--- src/aah_pkg.sv ---
package aah_pkg;
    // Acknowledgement message layout
    localparam logic [7:0] ACK_MSG_CODE     = 8'h07;
    localparam int         ACK_LEN          = 7;
    localparam int         BYTE_CODE        = 0;
    localparam int         BYTE_RET         = 1;
    localparam int         BYTE_TAG_HI      = 2;
    localparam int         BYTE_TAG_LO      = 3;
    localparam int         BYTE_TYPE        = 4;
    localparam int         BYTE_SUB         = 5;
    localparam int         BYTE_INFO        = 6;
    // Return codes
    localparam logic [7:0] RET_OK           = 8'h00;
    localparam logic [7:0] RET_BAD_FIELD    = 8'hFF;
    // Alert types and subtypes
    localparam logic [7:0] TY_PORT_OPER     = 8'h00;
    localparam logic [7:0] TY_ADDR_ERR      = 8'h01;
    localparam logic [7:0] TY_INVALID       = 8'h03;
    localparam logic [7:0] TY_PROTO         = 8'h04;
    localparam logic [7:0] TY_WARN          = 8'h06;
    localparam logic [7:0] TY_ERP_FIRST     = 8'h10;
    localparam logic [7:0] TY_ERP_LAST      = 8'h19;
    localparam logic [7:0] TY_MASTER_FIRST  = 8'hBC;
    localparam logic [7:0] TY_MASTER_LAST   = 8'hC0;
    localparam logic [7:0] SUB_HW_FAULT     = 8'h03;
    // Port modes
    localparam logic [1:0] MODE_KEEP        = 2'h0;
    localparam logic [1:0] MODE_WRAP        = 2'h1;
    localparam logic [1:0] MODE_NORMAL      = 2'h2;
    localparam logic [1:0] MODE_PRIV        = 2'h3;
    // Retransmit timing
    localparam int         CLK_MHZ          = 200;
    localparam int         RETRY_MS         = 500;
    localparam int         RETRY_CYC        = RETRY_MS * 1000 * CLK_MHZ;
    localparam int         QUEUE_DEPTH      = 4;
    typedef enum logic [1:0] {AAH_IDLE, AAH_SEND, AAH_WAIT} aah_state_e;
endpackage

--- src/aah_handler.sv ---
`timescale 1ns/10ps
// Notes on behaviour
// - Return code 00h means received, FFh means invalid field.
// - Tag stays allocated after ack; only a new configuration changes it.
// - Alert code is type, subtype, type-information bytes in that order.
// - Ack whose alert code differs from outstanding alert is discarded.
// - Tag or code mismatch against queue head leaves queue unchanged.
// - Full match removes head entry then sends next pending alert.
// - Types 00h/01h subtype 01h put port in privileged mode.
// - Type 03h invalid-message alerts leave mode unchanged.
// - Type 04h protocol-error alerts leave mode unchanged.
// - Type 06h warnings leave mode unchanged except hardware fault.
// - Type 06h subtype 03h puts port in wrap mode.
// - Types 10h to 19h put port in privileged mode.
// - Codes BCh to C0h come only from master, never sent by node.
// - Resend alert every 500 ms until ack or reset.
// - One alert outstanding per port; later alerts queue behind it.
// - Ack with no alert pending is discarded.
module aah_handler #(
    parameter int DEPTH     = aah_pkg::QUEUE_DEPTH,
    parameter int RETRY_CYC = aah_pkg::RETRY_CYC
) (
    // Clock and reset
    input  wire logic        core_clk_i,
    input  wire logic        rst_b_i,
    input  wire logic        clk_en_i,
    // New alert from node logic
    input  wire logic        alert_vld_i,
    input  wire logic [23:0] alert_code_i,
    // Tag from port configuration
    input  wire logic        cfg_tag_vld_i,
    input  wire logic [15:0] cfg_tag_i,
    // Received message byte stream
    input  wire logic        rx_vld_i,
    input  wire logic        rx_sof_i,
    input  wire logic [7:0]  rx_byte_i,
    // Alert transmit request
    output logic             tx_req_o,
    output logic [15:0]      tx_tag_o,
    output logic [23:0]      tx_code_o,
    input  wire logic        tx_done_i,
    // Status
    output logic             alert_ready_o,
    output logic             pending_o,
    output logic [1:0]       port_mode_o,
    output logic             ack_ok_o,
    output logic             ack_drop_o
);
    import aah_pkg::*;

    localparam int AW = (DEPTH > 1) ? $clog2(DEPTH) : 1;

    ////////////////////////////////////////////////////////////////////
    aah_state_e      state;
    aah_state_e      next_state;
    logic [23:0]     queue [DEPTH];
    logic [23:0]     next_queue [DEPTH];
    logic [AW:0]     count;
    logic [AW:0]     next_count;
    logic [15:0]     tag;
    logic [15:0]     next_tag;
    logic [31:0]     timer;
    logic [31:0]     next_timer;
    logic [2:0]      rx_idx;
    logic [2:0]      next_rx_idx;
    logic [7:0]      rx_buf [ACK_LEN];
    logic [7:0]      next_rx_buf [ACK_LEN];
    logic            rx_done;
    logic            next_rx_done;
    logic [1:0]      next_mode;
    logic            next_tx_req;
    logic            next_ok;
    logic            next_drop;
    logic [1:0]      map_mode;
    logic            push;
    logic            pop;
    logic            match;
    logic [15:0]     ack_tag;
    logic [23:0]     ack_code;

    // Mode implied by an incoming alert
    aah_mode_map u_map (
        .type_i (alert_code_i[23:16]),
        .sub_i  (alert_code_i[15:8]),
        .mode_o (map_mode)
    );

    ////////////////////////////////////////////////////////////////////
    // Collect an acknowledgement; only code 07h frames are kept
    always_comb begin
        next_rx_idx  = rx_idx;
        next_rx_done = 1'b0;
        for (int i = 0; i < ACK_LEN; i++) begin
            next_rx_buf[i] = rx_buf[i];
        end
        if (rx_vld_i) begin
            if (rx_sof_i) begin
                next_rx_buf[0] = rx_byte_i;
                next_rx_idx    = 3'd1;
            end else if (rx_idx != 3'd0 && rx_idx < 3'(ACK_LEN)) begin
                next_rx_buf[rx_idx] = rx_byte_i;
                next_rx_idx         = rx_idx + 3'd1;
                if (rx_idx == 3'(BYTE_INFO) && rx_buf[BYTE_CODE] == ACK_MSG_CODE) begin
                    next_rx_done = 1'b1;
                end
            end
        end
    end

    assign ack_tag  = {rx_buf[BYTE_TAG_HI], rx_buf[BYTE_TAG_LO]};
    assign ack_code = {rx_buf[BYTE_TYPE], rx_buf[BYTE_SUB], rx_buf[BYTE_INFO]};
    // head compare, either return code accepted
    assign match    = (count != '0) && (ack_tag == tag) && (ack_code == queue[0]);

    ////////////////////////////////////////////////////////////////////
    // Queue, tag, retry timer and sender state
    always_comb begin
        next_state  = state;
        next_count  = count;
        next_tag    = tag;
        next_timer  = timer;
        next_mode   = port_mode_o;
        next_tx_req = 1'b0;
        next_ok     = 1'b0;
        next_drop   = 1'b0;
        for (int i = 0; i < DEPTH; i++) begin
            next_queue[i] = queue[i];
        end
        if (cfg_tag_vld_i) begin
            next_tag = cfg_tag_i;
        end
        pop  = rx_done && match && state == AAH_WAIT;
        push = alert_vld_i && alert_ready_o
               && !(alert_code_i[23:16] >= TY_MASTER_FIRST && alert_code_i[23:16] <= TY_MASTER_LAST);
        if (rx_done) begin
            next_ok   = pop;
            next_drop = !pop;
        end
        if (pop) begin
            for (int i = 0; i < DEPTH - 1; i++) begin
                next_queue[i] = queue[i + 1];
            end
            next_count = count - 1'b1;
        end
        if (push) begin
            next_queue[AW'(next_count)] = alert_code_i;
            next_count = next_count + 1'b1;
            if (map_mode != MODE_KEEP) begin
                next_mode = map_mode;
            end
        end
        case (state)
            AAH_IDLE: begin
                if (count != '0) begin
                    next_state  = AAH_SEND;
                    next_tx_req = 1'b1;
                end
            end
            AAH_SEND: begin
                next_tx_req = !tx_done_i;
                if (tx_done_i) begin
                    next_state = AAH_WAIT;
                    next_timer = '0;
                end
            end
            AAH_WAIT: begin
                next_timer = timer + 32'd1;
                if (pop) begin
                    next_state = AAH_IDLE;
                end else if (timer >= 32'(RETRY_CYC - 1)) begin
                    next_state  = AAH_SEND;
                    next_tx_req = 1'b1;
                end
            end
            default: next_state = AAH_IDLE;
        endcase
    end

    // Registers, frozen while clock enable is low
    always_ff @(posedge core_clk_i or negedge rst_b_i) begin
        if (!rst_b_i) begin
            state         <= AAH_IDLE;
            count         <= '0;
            tag           <= '0;
            timer         <= '0;
            rx_idx        <= '0;
            rx_done       <= 1'b0;
            tx_req_o      <= 1'b0;
            tx_tag_o      <= '0;
            tx_code_o     <= '0;
            alert_ready_o <= 1'b0;
            pending_o     <= 1'b0;
            port_mode_o   <= MODE_NORMAL;
            ack_ok_o      <= 1'b0;
            ack_drop_o    <= 1'b0;
            for (int i = 0; i < DEPTH; i++) begin
                queue[i] <= '0;
            end
            for (int i = 0; i < ACK_LEN; i++) begin
                rx_buf[i] <= '0;
            end
        end else if (clk_en_i) begin
            state         <= next_state;
            count         <= next_count;
            tag           <= next_tag;
            timer         <= next_timer;
            rx_idx        <= next_rx_idx;
            rx_done       <= next_rx_done;
            tx_req_o      <= next_tx_req;
            tx_tag_o      <= next_tag;
            tx_code_o     <= next_queue[0];
            alert_ready_o <= next_count < (AW + 1)'(DEPTH) - (AW + 1)'(1);
            pending_o     <= next_count != '0;
            port_mode_o   <= next_mode;
            ack_ok_o      <= next_ok;
            ack_drop_o    <= next_drop;
            queue         <= next_queue;
            rx_buf        <= next_rx_buf;
        end
    end
endmodule // aah_handler

--- src/aah_mode_map.sv ---
`timescale 1ns/10ps
// Maps an alert code to the port mode it implies
module aah_mode_map (
    // Alert code
    input  wire logic [7:0] type_i,
    input  wire logic [7:0] sub_i,
    // Mode result
    output logic [1:0]      mode_o
);
    import aah_pkg::*;

    // Type decode; master-only codes also arrive here and fall through to keep
    always_comb begin
        mode_o = MODE_KEEP;
        if (type_i == TY_PORT_OPER || type_i == TY_ADDR_ERR) begin
            mode_o = MODE_PRIV;
        end
        else if (type_i >= TY_ERP_FIRST && type_i <= TY_ERP_LAST) begin
            mode_o = MODE_PRIV;
        end
        else if (type_i == TY_WARN && sub_i == SUB_HW_FAULT) begin
            mode_o = MODE_WRAP;
        end
        else if (type_i == TY_INVALID || type_i == TY_PROTO || type_i == TY_WARN) begin
            mode_o = MODE_KEEP;
        end
    end
endmodule // aah_mode_map

--- config.mk ---
export PLATFORM = sky130hd
export DESIGN_NAME = aah_handler
export DESIGN_NICKNAME = d
export VERILOG_FILES = /design/src/aah_pkg.sv /design/src/aah_handler.sv /design/src/aah_mode_map.sv
export SDC_FILE = /design/constraint.sdc
export NUM_CORES = 1
export LEC_CHECK = 0
export ABC_AREA = 1
export BUFFER_PORTS_ARGS = -buffer_cell sky130_fd_sc_hd__buf_2
export CORE_MARGIN = 1.5
export CORE_UTILIZATION = 59
export CTS_CLUSTER_SIZE = 40
export DETAILED_ROUTE_END_ITERATION = 8
export GPL_TIMING_DRIVEN = 0
export PLACE_DENSITY = 0.79
export SYNTH_ARGS = -nofsm -noshare
export SYNTH_HDL_FRONTEND = slang
export SYNTH_SLANG_ARGS = --single-unit
export TNS_END_PERCENT = 10
--- constraint.sdc ---
create_clock -name core_clk_i -period 4.97 [get_ports core_clk_i]
set_clock_uncertainty 0.1 [all_clocks]
set_input_delay 0.994 -clock core_clk_i [delete_from_list [all_inputs] [get_ports core_clk_i]]
set_output_delay 0.994 -clock core_clk_i [all_outputs]
set_load 0.005 [all_outputs]
Word level (Yosys, flattened, before mapping)
Index checks and enable logic that the tools add are counted.
- add/sub/neg operators: 4
- $lt $le $gt $ge: 11
- equality and inequality tests: 12
- muxes and demuxes: 34
- bitwise gates (word level): 3
- reduce and logical (&&, ||, !) cells: 32
- operators with widths (kind ; number):
    $bwmux W96 ; 1
    $mux W96 ; 1
    $mux W72 ; 1
    $pmux W32 S2 ; 1
    $bwmux W56 ; 1
    $mux W56 ; 1
    $demux W24 S2 ; 1
    $add A32 B1 Y32 const B ; 1
    $ge A32 B27 Y1 const B ; 1
    $mux W32 ; 1
    $demux W8 S3 ; 1
    $eq A24 B24 Y1 ; 1
    $mux W24 ; 1
    $eq A16 B16 Y1 ; 1
    $eq A8 B3 Y1 const B ; 2
    $mux W8 ; 2
    $logic_and A1 B1 Y1 ; 13
    $mux W2 ; 6
    $mux W3 ; 4
    $mux W1 ; 10
    $reduce_and A3 Y1 ; 3
    $reduce_bool A3 Y1 ; 3
    $eq A8 B1 Y1 const B ; 1
    $eq A8 B2 Y1 const B ; 1
    29 further kinds ; 37
- register bits: 216
- bits of input ports: 56
- output and inout port bits: 47
- logic and storage cells: 119

Longest topological paths before layout
Gate-level depths: netlist of run 1.
- word-level depth: 13
- gate-level depth with buffers: 21
- depth with buffers taken out: 21

Hierarchy
Synthesis of run 1 repeated with hierarchy kept, for this count alone.
- cell total of the unflattened synthesis: 1532
- area total of the unflattened synthesis: 11516.0 um^2
- modules (own cells, without submodules) (module ; times used ; cells each ; area an instance (um^2) ; seq. area each (um^2)):
    aah_handler ; 1 ; 1503 ; 11397.2 ; 5206.2
    aah_mode_map ; 1 ; 29 ; 118.9 ; 0.0

Least setup slack after synthesis of run 1
OpenSTA, ideal clock, no wires.
- kind: register -> register
- start point: register count[0]
- end point: register queue[93] (netlist bit)
- setup time: 133 ps
- arrival: 2313 ps
- data required time: 4737 ps
- setup slack: 2424 ps
- cell stages (with the launch flop): 19
- path buffers: 1
- period minus slack after synthesis: 2546 ps
- cells stage by stage: dfrtp_1 > inv_1 > ha_1 > nand2_2 > nand2_1 > inv_1 > nand2_1 > nor2_1 > nand2_1 > nor2_2 > nand4_1 > nand2_1 > inv_1 > ha_1 > nand2_2 > clkinv_1 > buf_2 > nor2_1 > o22ai_2
- cells in the longest elaborated chain, start to end: 13
- elaborated cells on any way between the ends: 16
- those cells by class: add/sub (1); order compare (2); mux (6); bitwise (1); reduce/logical (6)
- ends and longest elaborated chain (element ; RTL line ; source):
    from (decl) ; aah_handler.sv:58 ; logic [AW:0] count;
    from (signal assigned) ; aah_handler.sv:204 ; count <= next_count;
    branches (longest 12 deep; another with $sub A3 B1 Y3) ; -- ;
    $mux W96 * ; aah_handler.sv:145 ; if (push) begin
    to (signal assigned) ; aah_handler.sv:217 ; queue <= next_queue;
    to (decl) ; aah_handler.sv:56 ; logic [23:0] queue [DEPTH];
Every way passes the cells marked *.
A chain may end at the register's enable or synchronous reset.

Worst setup path after layout of run 1
- start point: register queue[81] (netlist bit)
- end point: register queue[25] (netlist bit)
- cells in the longest elaborated chain, start to end: 12
- elaborated cells on any way between the ends: 14
- those cells by class: order compare (2); eq/ne (1); mux (6); bitwise (1); reduce/logical (4)
- ends and longest elaborated chain (element ; RTL line ; source):
    $eq A24 B24 Y1 * ; aah_handler.sv:113 ; assign match = (count != '0) && (ack_tag == tag) && (ack_code == queue[0]);
    $logic_and A1 B1 Y1 * ; aah_handler.sv:113 ;
    $logic_and A1 B1 Y1 * (2 in series) ; aah_handler.sv:132 ; pop = rx_done && match && state == AAH_WAIT;
    $mux W3 ; aah_handler.sv:139 ; if (pop) begin
    $not A2 Y3 (implied by the code) ; aah_handler.sv:146 ; next_queue[AW'(next_count)] = alert_code_i;
    $ge A3 B3 Y1 (implied by the code) / $lt A3 B1 Y1 (equally long branches) ; aah_handler.sv:146 ;
    $logic_and A1 B1 Y1 (implied by the code) ; aah_handler.sv:146 ;
    $mux W24 (implied by the code) ; aah_handler.sv:146 ;
    $demux W24 S2 ; aah_handler.sv:146 ;
    $bwmux W96 ; aah_handler.sv:146 ;
    $mux W96 * ; aah_handler.sv:145 ;
Mark *: on every way between the ends. The rest lies on a longest branch, timed or not.

==> metrics.txt, run 1 <==
Final Net Count=1758; Post CTS Setup Buffer Count=0; CP Capture Type=flip-flop; Setup Viol. Count Final=0; Clock Pin Slew Worst Setup and Hold Paths=60 ps; ys async rst share=1.00; P_leak=6.56 nW; Wirelength per Cell=16.9 um; Setup TNS=0 ps; pins over their slew limit=0; H-Tree Depth=1; Worst path max stage delay=470 ps; YS warnings=0; Hold Vio Cnt, Final=0; GRT Util Overall=0.331; most common cell after layout, fill and taps aside=nand2_1; drc violations=0; drt first pass iters=5; Worst Max-Slew Pin Slew=814 ps; Max clock buf depth=3; DRT iter0 DRCs=between 800 and 900; DRT antenna net count=0; relative slew slack=0.457; most frequent cells in the layout=nand2_1, inv_1, dfrtp_1, o21ai_0, nor2_1; Setup WS pre-CTS=1690 ps; Hold Startpoint=queue[20]; fmax=approximately 0.30 GHz; crit-path cells=inv_1 -> nand2_1 -> nand2_1 -> nor2_1 -> nand2_1 -> nor2_1 -> nand2_1 -> nor2_1 -> nand3_1 -> nand2_1 -> nand2_1 -> inv_1 -> ha_1 -> nand2_1 -> inv_1 -> buf_2 -> nor2_1 -> o22ai_1; Final period util=0.678; layout cells sized above 1=0.152; HP Class=flip-flop to flip-flop; CTS tree=yes; startpoint types=flip-flop; via density per instance=about 5.5; clock sink count=208; #FFs+latches synth=208; die width=about 140 um; first-pass GRT wire length=53500 um; Top cell by count, worst path=nand2_1; Slowest cell on crit path=dfrtp_1; Syn-to-layout area delta=14.8%; status=finished, final reports clean; PD cells=524 nW/um^2; Rows=51; die area=around 21000 um^2; register area share after synthesis=0.445; Syn Nets=1627; Antenna Cells=0; Port Buffers=102; Die Height=~140 um; critical path class=flip-flop to flip-flop; total CTS buffers=25; Initial Utilization=0.601; Max Cap Viol=0; grt ovf=0; WP data arrival=3700 ps; core area=just under 20000 um^2; Mean Syn Cell Area=7.50 um^2; setup ws final=around 1600 ps; via count=10.9k; critical path data required time=5300 ps; Yosys cell types=46; Worst Setup SP=queue[81]; Mapped Area=11700 um^2; root buf cell=clkbuf_16; pin count of the biggest net entering global routing=~120; worst-path fanout max=10; Ports=103; DP HPWL=24600 um; post_cts resized=0; worst vdd rail ir drop=285 uV; vias in the first global route=10.5k; Clk Latency, worst-skew pair=between 500 and 600 ps; total power=0.00705 W; Syn Inst Count=between 1.5k and 2k; Tmin final=3370 ps; Main synth FF type=dfrtp_1; Routed Wire Length=roughly 33000 um; EDFF count, synth=0; Worst R2R Start=queue[81]; initial antenna violation count=0; hold_buf cts=0; gpl congestion=between 0.9 and 1; RSZ-0062 raised after global routing=no
[where the power goes]
part	switching (W)	internal, W
logic	0.00147	0.000995
registers	0.000464	0.00226
clock network	0.000718	0.00114
[path summary, 6_finish.rpt]
kind / end / slack [ps] / cells past startpoint
setup / recovery: queue[25] / 1600 / 18
hold / removal: queue[20] / 380 / 2
setup reg to reg: queue[25] / 1600 / 18
hold reg to reg: queue[20] / 380 / 2
max in group asynchronous: port_mode_o[1] / 3490 / 3
min in group asynchronous: rx_buf[55] / 420 / 2
[cell type report]
cell class | instances | area [um^2]
Clock buffer | 34 | 709
Tap cell | 265 | 332
Sequential cell | 208 | 5210
Fill cell | 1628 | 6020
Timing Repair Buffer | 104 | 576
Inverter | 238 | 893
Buffer | 86 | 518
Multi-Input combinational cell | 1029 | 5090
Clock inverter | 8 | 120
[worst max-delay path: cells and delay by family (launching register included)]
family | cells | cell delay, ps
AO/OA/AOI/OAI | 1 | 140
adder cells (fa/ha/maj) | 1 | 170
buffers and inverters | 4 | 760
flip-flops | 1 | 470
AND/OR/NAND/NOR | 12 | 1620
[routing by layer]
| layer | vias up | routed length, um | part of all wire | GRT usage |
|---|---|---|---|---|
| met5 | - | 0 | 0 | 0 |
| met4 | 0 | 1240 | 0.037 | 0.128 |
| met3 | 91 | 2340 | 0.070 | 0.0480 |
| met2 | 404 | 15600 | 0.47 | 0.550 |
| met1 | 5101 | 14100 | 0.42 | 0.437 |
| li1 | 5282 | - | - | - |
[flip-flops by register name, indices dropped and copies added, names as in the netlist, 2 cells and up]
register	flops
count	3
rx_buf	8
ack_tag	16
port_mode_o	2
tag	16
timer	32
ack_code	24
state	2
rx_idx	3
queue	96
[cells by family (layout without fill, tap and decap cells)]
group           Yosys count  after routing  share of synthesized area
flops                   208            208                      0.445
mux                       3              3                    0.00289
compound gates          374            374                      0.187
buf+inv                 324            470                      0.121
simple gates            625            625                      0.221
fa+ha+maj                10             10                     0.0107
xor+xnor                 17             17                     0.0127
[per-stage QoR]
| stage | hold WS, ps | area, um^2 | util | cells |
|---|---|---|---|---|
| 6_report | 383 | 13400 | 0.691 | 1972 |
| 5_1_grt | 407 | 13400 | 0.691 | 1972 |
| 4_1_cts | 387 | 13400 | 0.691 | 1972 |
| 3_5_place_dp | 373 | 12600 | 0.648 | 1930 |
| 3_3_place_gp | 345 | 12500 | 0.645 | 1928 |
| 2_1_floorplan | 353 | 11700 | - | 1561 |
[synthesized netlist by cell type, drive strengths merged (2+ instances only)]
cell type	number	area [um^2]
nor2	169	674
o21ai	233	1240
buf	52	390
nand3	32	178
nor3	23	130
clkinv	3	11.3
clkbuf	34	128
a21oi	45	225
inv	235	882
a211oi	3	22.5
a31oi	2	12.5
dfrtp	207	5180
nand4	23	144
xor2	7	61.3
o22ai	74	551
nor3b	2	15.0
o41ai	2	25.0
nor4	8	50.1
nand2	366	1380
o21a	3	22.5
mux2	3	33.8
and3	2	12.5
o31ai	6	45.0
ha	10	125
xnor2	10	87.6
No activity file was read; power rests on OpenSTA's default activity.
==> inputs of run 2 (changes only) <==
CORE_UTILIZATION = 55   (was 59)
PLACE_DENSITY = 0.77   (was 0.79)
clock period = 2.7 ns   (was 4.97 ns; I/O delays follow)
==> run 2 against run 1 <==
The run now ends with negative setup slack left. Count of clock-buffer cells in the layout stayed put. Critical path type unchanged. Critical endpoint is now pending_o. Flip-flop and latch count stayed put. Register-to-register slack worse by 1600 ps. Critical path depth is 1 higher. Final cell count is 2.3% higher. Global-route usage is 1.8 points lower.
==> metrics.txt, run 2 (same netlist as run 1, synthesis figures left out) <==
Worst path max stage delay=430 ps (was 470 ps); startpoint types=flip-flop (unchanged); Setup Viol. Count Final=1 (was 0); die width=149 um (was 144 um); fin util=0.675 (was 0.691); final hold slack=150 ps (was 383 ps); Clock Pin Slew Worst Setup and Hold Paths=60 ps (about the same); CTS tree=yes (unchanged); clock power share=0.256 (was 0.264); Port Buffers=102 (unchanged); Hold Vio Cnt, Final=0 (unchanged); Reg area=5220 um^2 (was 5210 um^2); relative slew slack=0.442 (was 0.457); Int Pwr=0.00859 W (was 0.00440 W); initial antenna violation count=0 (unchanged); max reg flops=96 (unchanged); sw frac=0.377 (was 0.376); worst-path fanout max=4 (was 10); most common cell after layout, fill and taps aside=nand2_1 (unchanged); RSZ-0062 raised after global routing=yes (was no); DRT iter0 DRCs=1049 (was 805); footprint of the multi-input gates=5370 um^2 (was 5090 um^2); drc violations=0 (unchanged); Worst path depth=19 (was 18); core area=21000 um^2 (was 19500 um^2); Placed Instance Area=12600 um^2 (about the same); Max clock buf depth=3 (unchanged); Setup WS pre-CTS=-602 ps (was 1690 ps); P_leak=6.85 nW (was 6.56 nW); Layout fillers=1817 (was 1628); Ports=103 (unchanged); Top reg by flops=queue (unchanged); status=finished with violations (was finished, final reports clean); Die Height=149 um (was 144 um); failing checks=negative setup slack; via count=11.3k (was 10.9k); Clk Latency, worst-skew pair=520 ps (about the same); pin count of the biggest net entering global routing=122 (unchanged); Max Cap Viol=0 (unchanged); DRT antenna net count=0 (unchanged); Slowest cell on crit path=dfrtp_1 (unchanged); critical path data required time=3010 ps (was 5300 ps); Layout Cell Area excl Fill=14100 um^2 (was 13400 um^2); clock sink count=208 (unchanged); via density per instance=5.58 (was 5.52); vias in the first global route=10.4k (was 10.5k); Cells on Worst Hold Path=3 (was 2); die area=22200 um^2 (was 20700 um^2); GRT Util Overall=0.313 (was 0.331); # placed instances=1940 (was 1930); Reg power frac=0.366 (was 0.386); pins over their slew limit=0 (unchanged); Worst Max-Slew Pin Slew=827 ps (was 814 ps); PD cells=975 nW/um^2 (was 524 nW/um^2); Final period util=1.01 (was 0.678); H-Tree Depth=1 (unchanged); Final Net Count=1793 (was 1758); worst-case reg-to-reg path depth=19 (was 18); switching pwr=0.00520 W (was 0.00265 W); drt first pass iters=5 (unchanged); layout cells sized above 1=0.223 (was 0.152); Initial Utilization=0.559 (was 0.601); Wirelength per Cell=17.4 um (was 16.9 um); Routed Wire Length=35000 um (was 33200 um); Rows=53 (was 51); worst path bufs/invs=2 (was 4); fmax=0.368 GHz (was 0.297 GHz); most frequent cells in the layout=nand2_1, inv_1, dfrtp_1, nor2_1, o21ai_0 (was nand2_1, inv_1, dfrtp_1, o21ai_0, nor2_1); critical path class=flip-flop to flip-flop (unchanged); post-route insts no fill=2018 (was 1972); CP top delay family=simple AND/OR/NAND/NOR gates (unchanged); total CTS buffers=24 (was 25); first-pass GRT wire length=54800 um (was 53500 um); CP Capture Type=flip-flop (unchanged); WP data arrival=3030 ps (was 3700 ps); root buf cell=clkbuf_16 (unchanged); crit-path cells=inv_1 -> nand2_2 -> nand2_1 -> nor2_1 -> nand2_1 -> nor2_1 -> nand2_1 -> nor2_4 -> nand4_1 -> nand2_2 -> inv_2 -> ha_4 -> nand3_2 -> nand2_2 -> nand2_2 -> xor2_2 -> nand3_1 -> nor2_1 -> nor2_1 (was inv_1 -> nand2_1 -> nand2_1 -> nor2_1 -> nand2_1 -> nor2_1 -> nand2_1 -> nor2_1 -> nand3_1 -> nand2_1 -> nand2_1 -> inv_1 -> ha_1 -> nand2_1 -> inv_1 -> buf_2 -> nor2_1 -> o22ai_1); Tmin final=2720 ps (was 3370 ps); Antenna Cells=0 (unchanged); worst vdd rail ir drop=535 uV (was 285 uV); HP Class=primary input to flip-flop (was flip-flop to flip-flop); setup ws final=-16.0 ps (was 1600 ps); Logic pwr share=0.378 (was 0.349); Syn-to-layout area delta=20.8% (was 14.8%); DP HPWL=25000 um (was 24600 um); grt ovf=0 (unchanged); gpl congestion=0.939 (was 0.957)
==> run 2: metrics by stage <==
stage | setup TNS, ps | total power [W]
3_5_place_dp | -41400 | 0.00953
4_1_cts | -46.2 | 0.0132
5_1_grt | -3770 | 0.0146
2_1_floorplan | 0 | 0.00808
6_report | -16.0 | 0.0138
3_3_place_gp | -578000 | 0.00933
==> run 2: worst reg2reg max path, stage by stage (launching register included) <==
cell and delay (ps):
dfrtp_1 430, inv_1 110, nand2_2 140, nand2_1 70, nor2_1 100, nand2_1 60
nor2_1 80, nand2_1 90, nor2_4 170, nand4_1 180, nand2_2 150, inv_2 70
ha_4 170, nand3_2 70, nand2_2 60, nand2_2 90, xor2_2 190, nand3_1 100
nor2_1 130, nor2_1 60
==> run 2: power by group through the flow <==
stage | registers [W] | logic [W] | clock network [W]
5_1_grt | 0.00514 | 0.00580 | 0.00369
3_5_place_dp | 0.00503 | 0.00450 | 0
4_1_cts | 0.00499 | 0.00466 | 0.00356
2_1_floorplan | 0.00475 | 0.00333 | 0
3_3_place_gp | 0.00499 | 0.00434 | 0
6_report | 0.00505 | 0.00522 | 0.00353
==> run 2: layout make-up <==
| type | count | share of cell area |
|---|---|---|
| clock inverters | 8 | 0.00991 |
| inverters | 238 | 0.0637 |
| repair buffers | 140 | 0.0612 |
| multi-input cells | 1029 | 0.380 |
| clock buffers | 34 | 0.0509 |
| plain buffers | 86 | 0.0415 |
| flip-flops and latches | 208 | 0.369 |
| well taps | 275 | 0.0243 |
==> run 2: what timing repair did <==
action | CTS | global route
gates cloned | 0 | 2
endpoints found under the hold margin | 1 | 0
buffers inserted | 8 | 25
pin swaps | 8 | 33
hold buffers | 1 | 0
endpoints found under the setup margin | 100 | 95
gates resized for setup | 59 | 116
==> run 2: worst paths after layout <==
| kind | start | to | slack (ps) |
|---|---|---|---|
| worst max-delay path | queue[86] | pending_o | -20 |
| worst min-delay path | rx_byte_i[7] | rx_buf[55] | 150 |
| worst max register to register | queue[86] | pending_o | -20 |
| worst min register to register | port_mode_o[0] | port_mode_o[0] | 370 |
| max in group asynchronous | rst_b_i | port_mode_o[1] | 1020 |
| min in group asynchronous | rst_b_i | rx_buf[55] | 280 |
==> run 2: layer usage <==
layer / part of all wire / vias to the layer above / wire, um / global-route usage
met2: 0.47 / 506 / 16400 / 0.513
met1: 0.42 / 5279 / 14800 / 0.427
met5: 0 / - / 0 / 0
met4: 0.039 / 0 / 1360 / 0.121
li1: - / 5367 / - / -
met3: 0.071 / 103 / 2500 / 0.0379
==> inputs of run 3 (changes only) <==
GPL_TIMING_DRIVEN = default   (was 0)
==> run 3 against run 2 <==
The run now ends clean. Global-route usage down 2.2 points. Utilization decreased by 1.1 points. Critical path depth is 3 lower. Die area stayed put. Combinational power is essentially flat. Non-clock buffer count decreased by 32. Critical endpoint is now queue[89].
==> metrics.txt, run 3 (same netlist as run 1, synthesis figures left out) <==
status=finished, final reports clean (was finished with violations); WP data arrival=2970 ps (was 3030 ps); gpl congestion=0.916 (was 0.939); crit-path cells=buf_4 -> xnor2_1 -> nand2_1 -> nor2_1 -> buf_4 -> nand2_1 -> nor2_4 -> nand3_4 -> nand2_1 -> nand2_2 -> inv_2 -> ha_2 -> nand2_4 -> buf_4 -> o21ai_0 -> o22ai_1 (was inv_1 -> nand2_2 -> nand2_1 -> nor2_1 -> nand2_1 -> nor2_1 -> nand2_1 -> nor2_4 -> nand4_1 -> nand2_2 -> inv_2 -> ha_4 -> nand3_2 -> nand2_2 -> nand2_2 -> xor2_2 -> nand3_1 -> nor2_1 -> nor2_1); die area=22200 um^2 (unchanged); worst path bufs/invs=4 (was 2); Worst Max-Slew Pin Slew=806 ps (was 827 ps); critical path class=flip-flop to flip-flop (unchanged); H-Tree Depth=1 (unchanged); total power=0.0135 W (was 0.0138 W); DP HPWL=22900 um (was 25000 um); relative slew slack=0.457 (was 0.442); critical path data required time=2980 ps (was 3010 ps); setup ws final=4.48 ps (was -16.0 ps); clock sink count=208 (unchanged); max reg flops=96 (unchanged); Max clock buf depth=3 (unchanged); pins over their slew limit=0 (unchanged); root buf cell=clkbuf_16 (unchanged); drt first pass iters=6 (was 5); Final Net Count=1761 (was 1793); Tmin final=2700 ps (was 2720 ps); Clk Latency, worst-skew pair=530 ps (was 520 ps); Routed Wire Length=33100 um (was 35000 um); Worst path max stage delay=400 ps (was 430 ps); Worst R2R Start=ack_tag[12] (was queue[86]); worst vdd rail ir drop=622 uV (was 535 uV); Top reg by flops=queue (unchanged); initial antenna violation count=0 (unchanged); grt ovf=0 (unchanged); worst-path fanout max=12 (was 4); Syn-to-layout area delta=19.0% (was 20.8%); Initial Utilization=0.559 (unchanged); Setup Viol. Count Final=0 (was 1); Hold Startpoint=rx_byte_i[7] (unchanged); CTS tree=yes (unchanged); final hold slack=141 ps (was 150 ps); startpoint types=flip-flop (unchanged); most frequent cells in the layout=nand2_1, inv_1, dfrtp_1, o21ai_0, nor2_1 (was nand2_1, inv_1, dfrtp_1, nor2_1, o21ai_0); GRT Util Overall=0.291 (was 0.313); drc violations=0 (unchanged); footprint of the multi-input gates=5300 um^2 (was 5370 um^2); via count=11.0k (was 11.3k); fmax=0.371 GHz (was 0.368 GHz); Layout Cell Area excl Fill=13900 um^2 (was 14100 um^2); via density per instance=5.53 (was 5.58); Slowest cell on crit path=dfrtp_1 (unchanged); Placed Instance Area=12700 um^2 (was 12600 um^2); pin count of the biggest net entering global routing=146 (was 122); DRT antenna net count=0 (unchanged); Ports=103 (unchanged); CP top delay family=simple AND/OR/NAND/NOR gates (unchanged); CP Capture Type=flip-flop (unchanged); first-pass GRT wire length=51500 um (was 54800 um); Final period util=0.998 (was 1.01); die width=149 um (unchanged); Layout fillers=1776 (was 1817); Max Cap Viol=0 (unchanged); HP Class=primary input to flip-flop (unchanged); most common cell after layout, fill and taps aside=nand2_1 (unchanged); Setup TNS=0 ps (was -16.0 ps); layout cells sized above 1=0.215 (was 0.223); PD cells=967 nW/um^2 (was 975 nW/um^2); Hold Vio Cnt, Final=0 (unchanged); Die Height=149 um (unchanged); RSZ-0062 raised after global routing=yes (unchanged); Rows=53 (unchanged); Antenna Cells=0 (unchanged); Wirelength per Cell=16.6 um (was 17.4 um); total CTS buffers=24 (unchanged); P_leak=6.78 nW (was 6.85 nW); DRT iter0 DRCs=1061 (was 1049); vias in the first global route=10.0k (was 10.4k); Worst Setup SP=ack_tag[12] (was queue[86]); Port Buffers=102 (unchanged); Setup WS pre-CTS=-157 ps (was -602 ps); Reg area=5220 um^2 (unchanged); core area=21000 um^2 (unchanged); Clock Pin Slew Worst Setup and Hold Paths=60 ps (about the same)
-- run 3: cell count changes in the layout (fill, tap and decap cells not counted), sizes merged --
cell and delta:
bufinv -4, clkbuf -22, buf -3, clkinv -3, inv +1
-- run 3: what timing repair did --
action                                 4_1_cts  5_1_grt
endpoints found under the hold margin       41        0
setup buffers                                1       18
pin swaps                                    5       32
gates resized for setup                     14       88
setup endpoints to repair                   99      107
gates cloned                                 0        3
hold buffers                                 1        0
-- run 3: final cells by class --
cell class              instances  area share
well taps                     275      0.0247
flip-flops and latches        208       0.375
multi-input cells            1029       0.380
inverters                     238      0.0643
clock inverters                 2    0.000719
repair buffers                194      0.0980
clock buffers                  41      0.0571
-- run 3: final timing paths --
path                                   to  slack [ps]  cells past startpoint
setup reg to reg                queue[89]           4                     16
min in group asynchronous         tag[10]         410                      2
hold reg to reg                  ack_ok_o         370                      1
max in group asynchronous  port_mode_o[1]        1330                      3
hold / removal                 rx_buf[55]         140                      3
setup / recovery                queue[89]           4                     16
-- run 3: stage by stage --
step,utilization,std cells
after floorplan,-,1561
after global placement,0.605,1921
after detailed placement,0.605,1921
after CTS,0.646,1966
after global routing,0.664,1987
final,0.664,1987
-- run 3: report_power, final --
group	total, W	switching (W)	internal (W)	leakage, nW
sequential	0.00499	0.000817	0.00417	2.66
combinational	0.00519	0.00301	0.00218	3.72
clock	0.00329	0.00130	0.00198	0.401
total	0.0135	0.00513	0.00833	6.78
-- run 3: worst reg2reg max path, stage by stage (launching register included) --
cell,delay [ps]
dfrtp_1,400
buf_4,150
xnor2_1,130
nand2_1,70
nor2_1,90
buf_4,110
nand2_1,90
nor2_4,180
nand3_4,100
nand2_1,110
nand2_2,120
inv_2,90
ha_2,190
nand2_4,90
buf_4,200
o21ai_0,210
o22ai_1,120
-- run 3: routing by layer --
metal | vias up | GRT usage | part of all wire
li1 | 5296 | - | -
met1 | 5162 | 0.409 | 0.43
met2 | 453 | 0.462 | 0.46
met3 | 85 | 0.0407 | 0.071
met4 | 0 | 0.106 | 0.041
met5 | - | 0 | 0
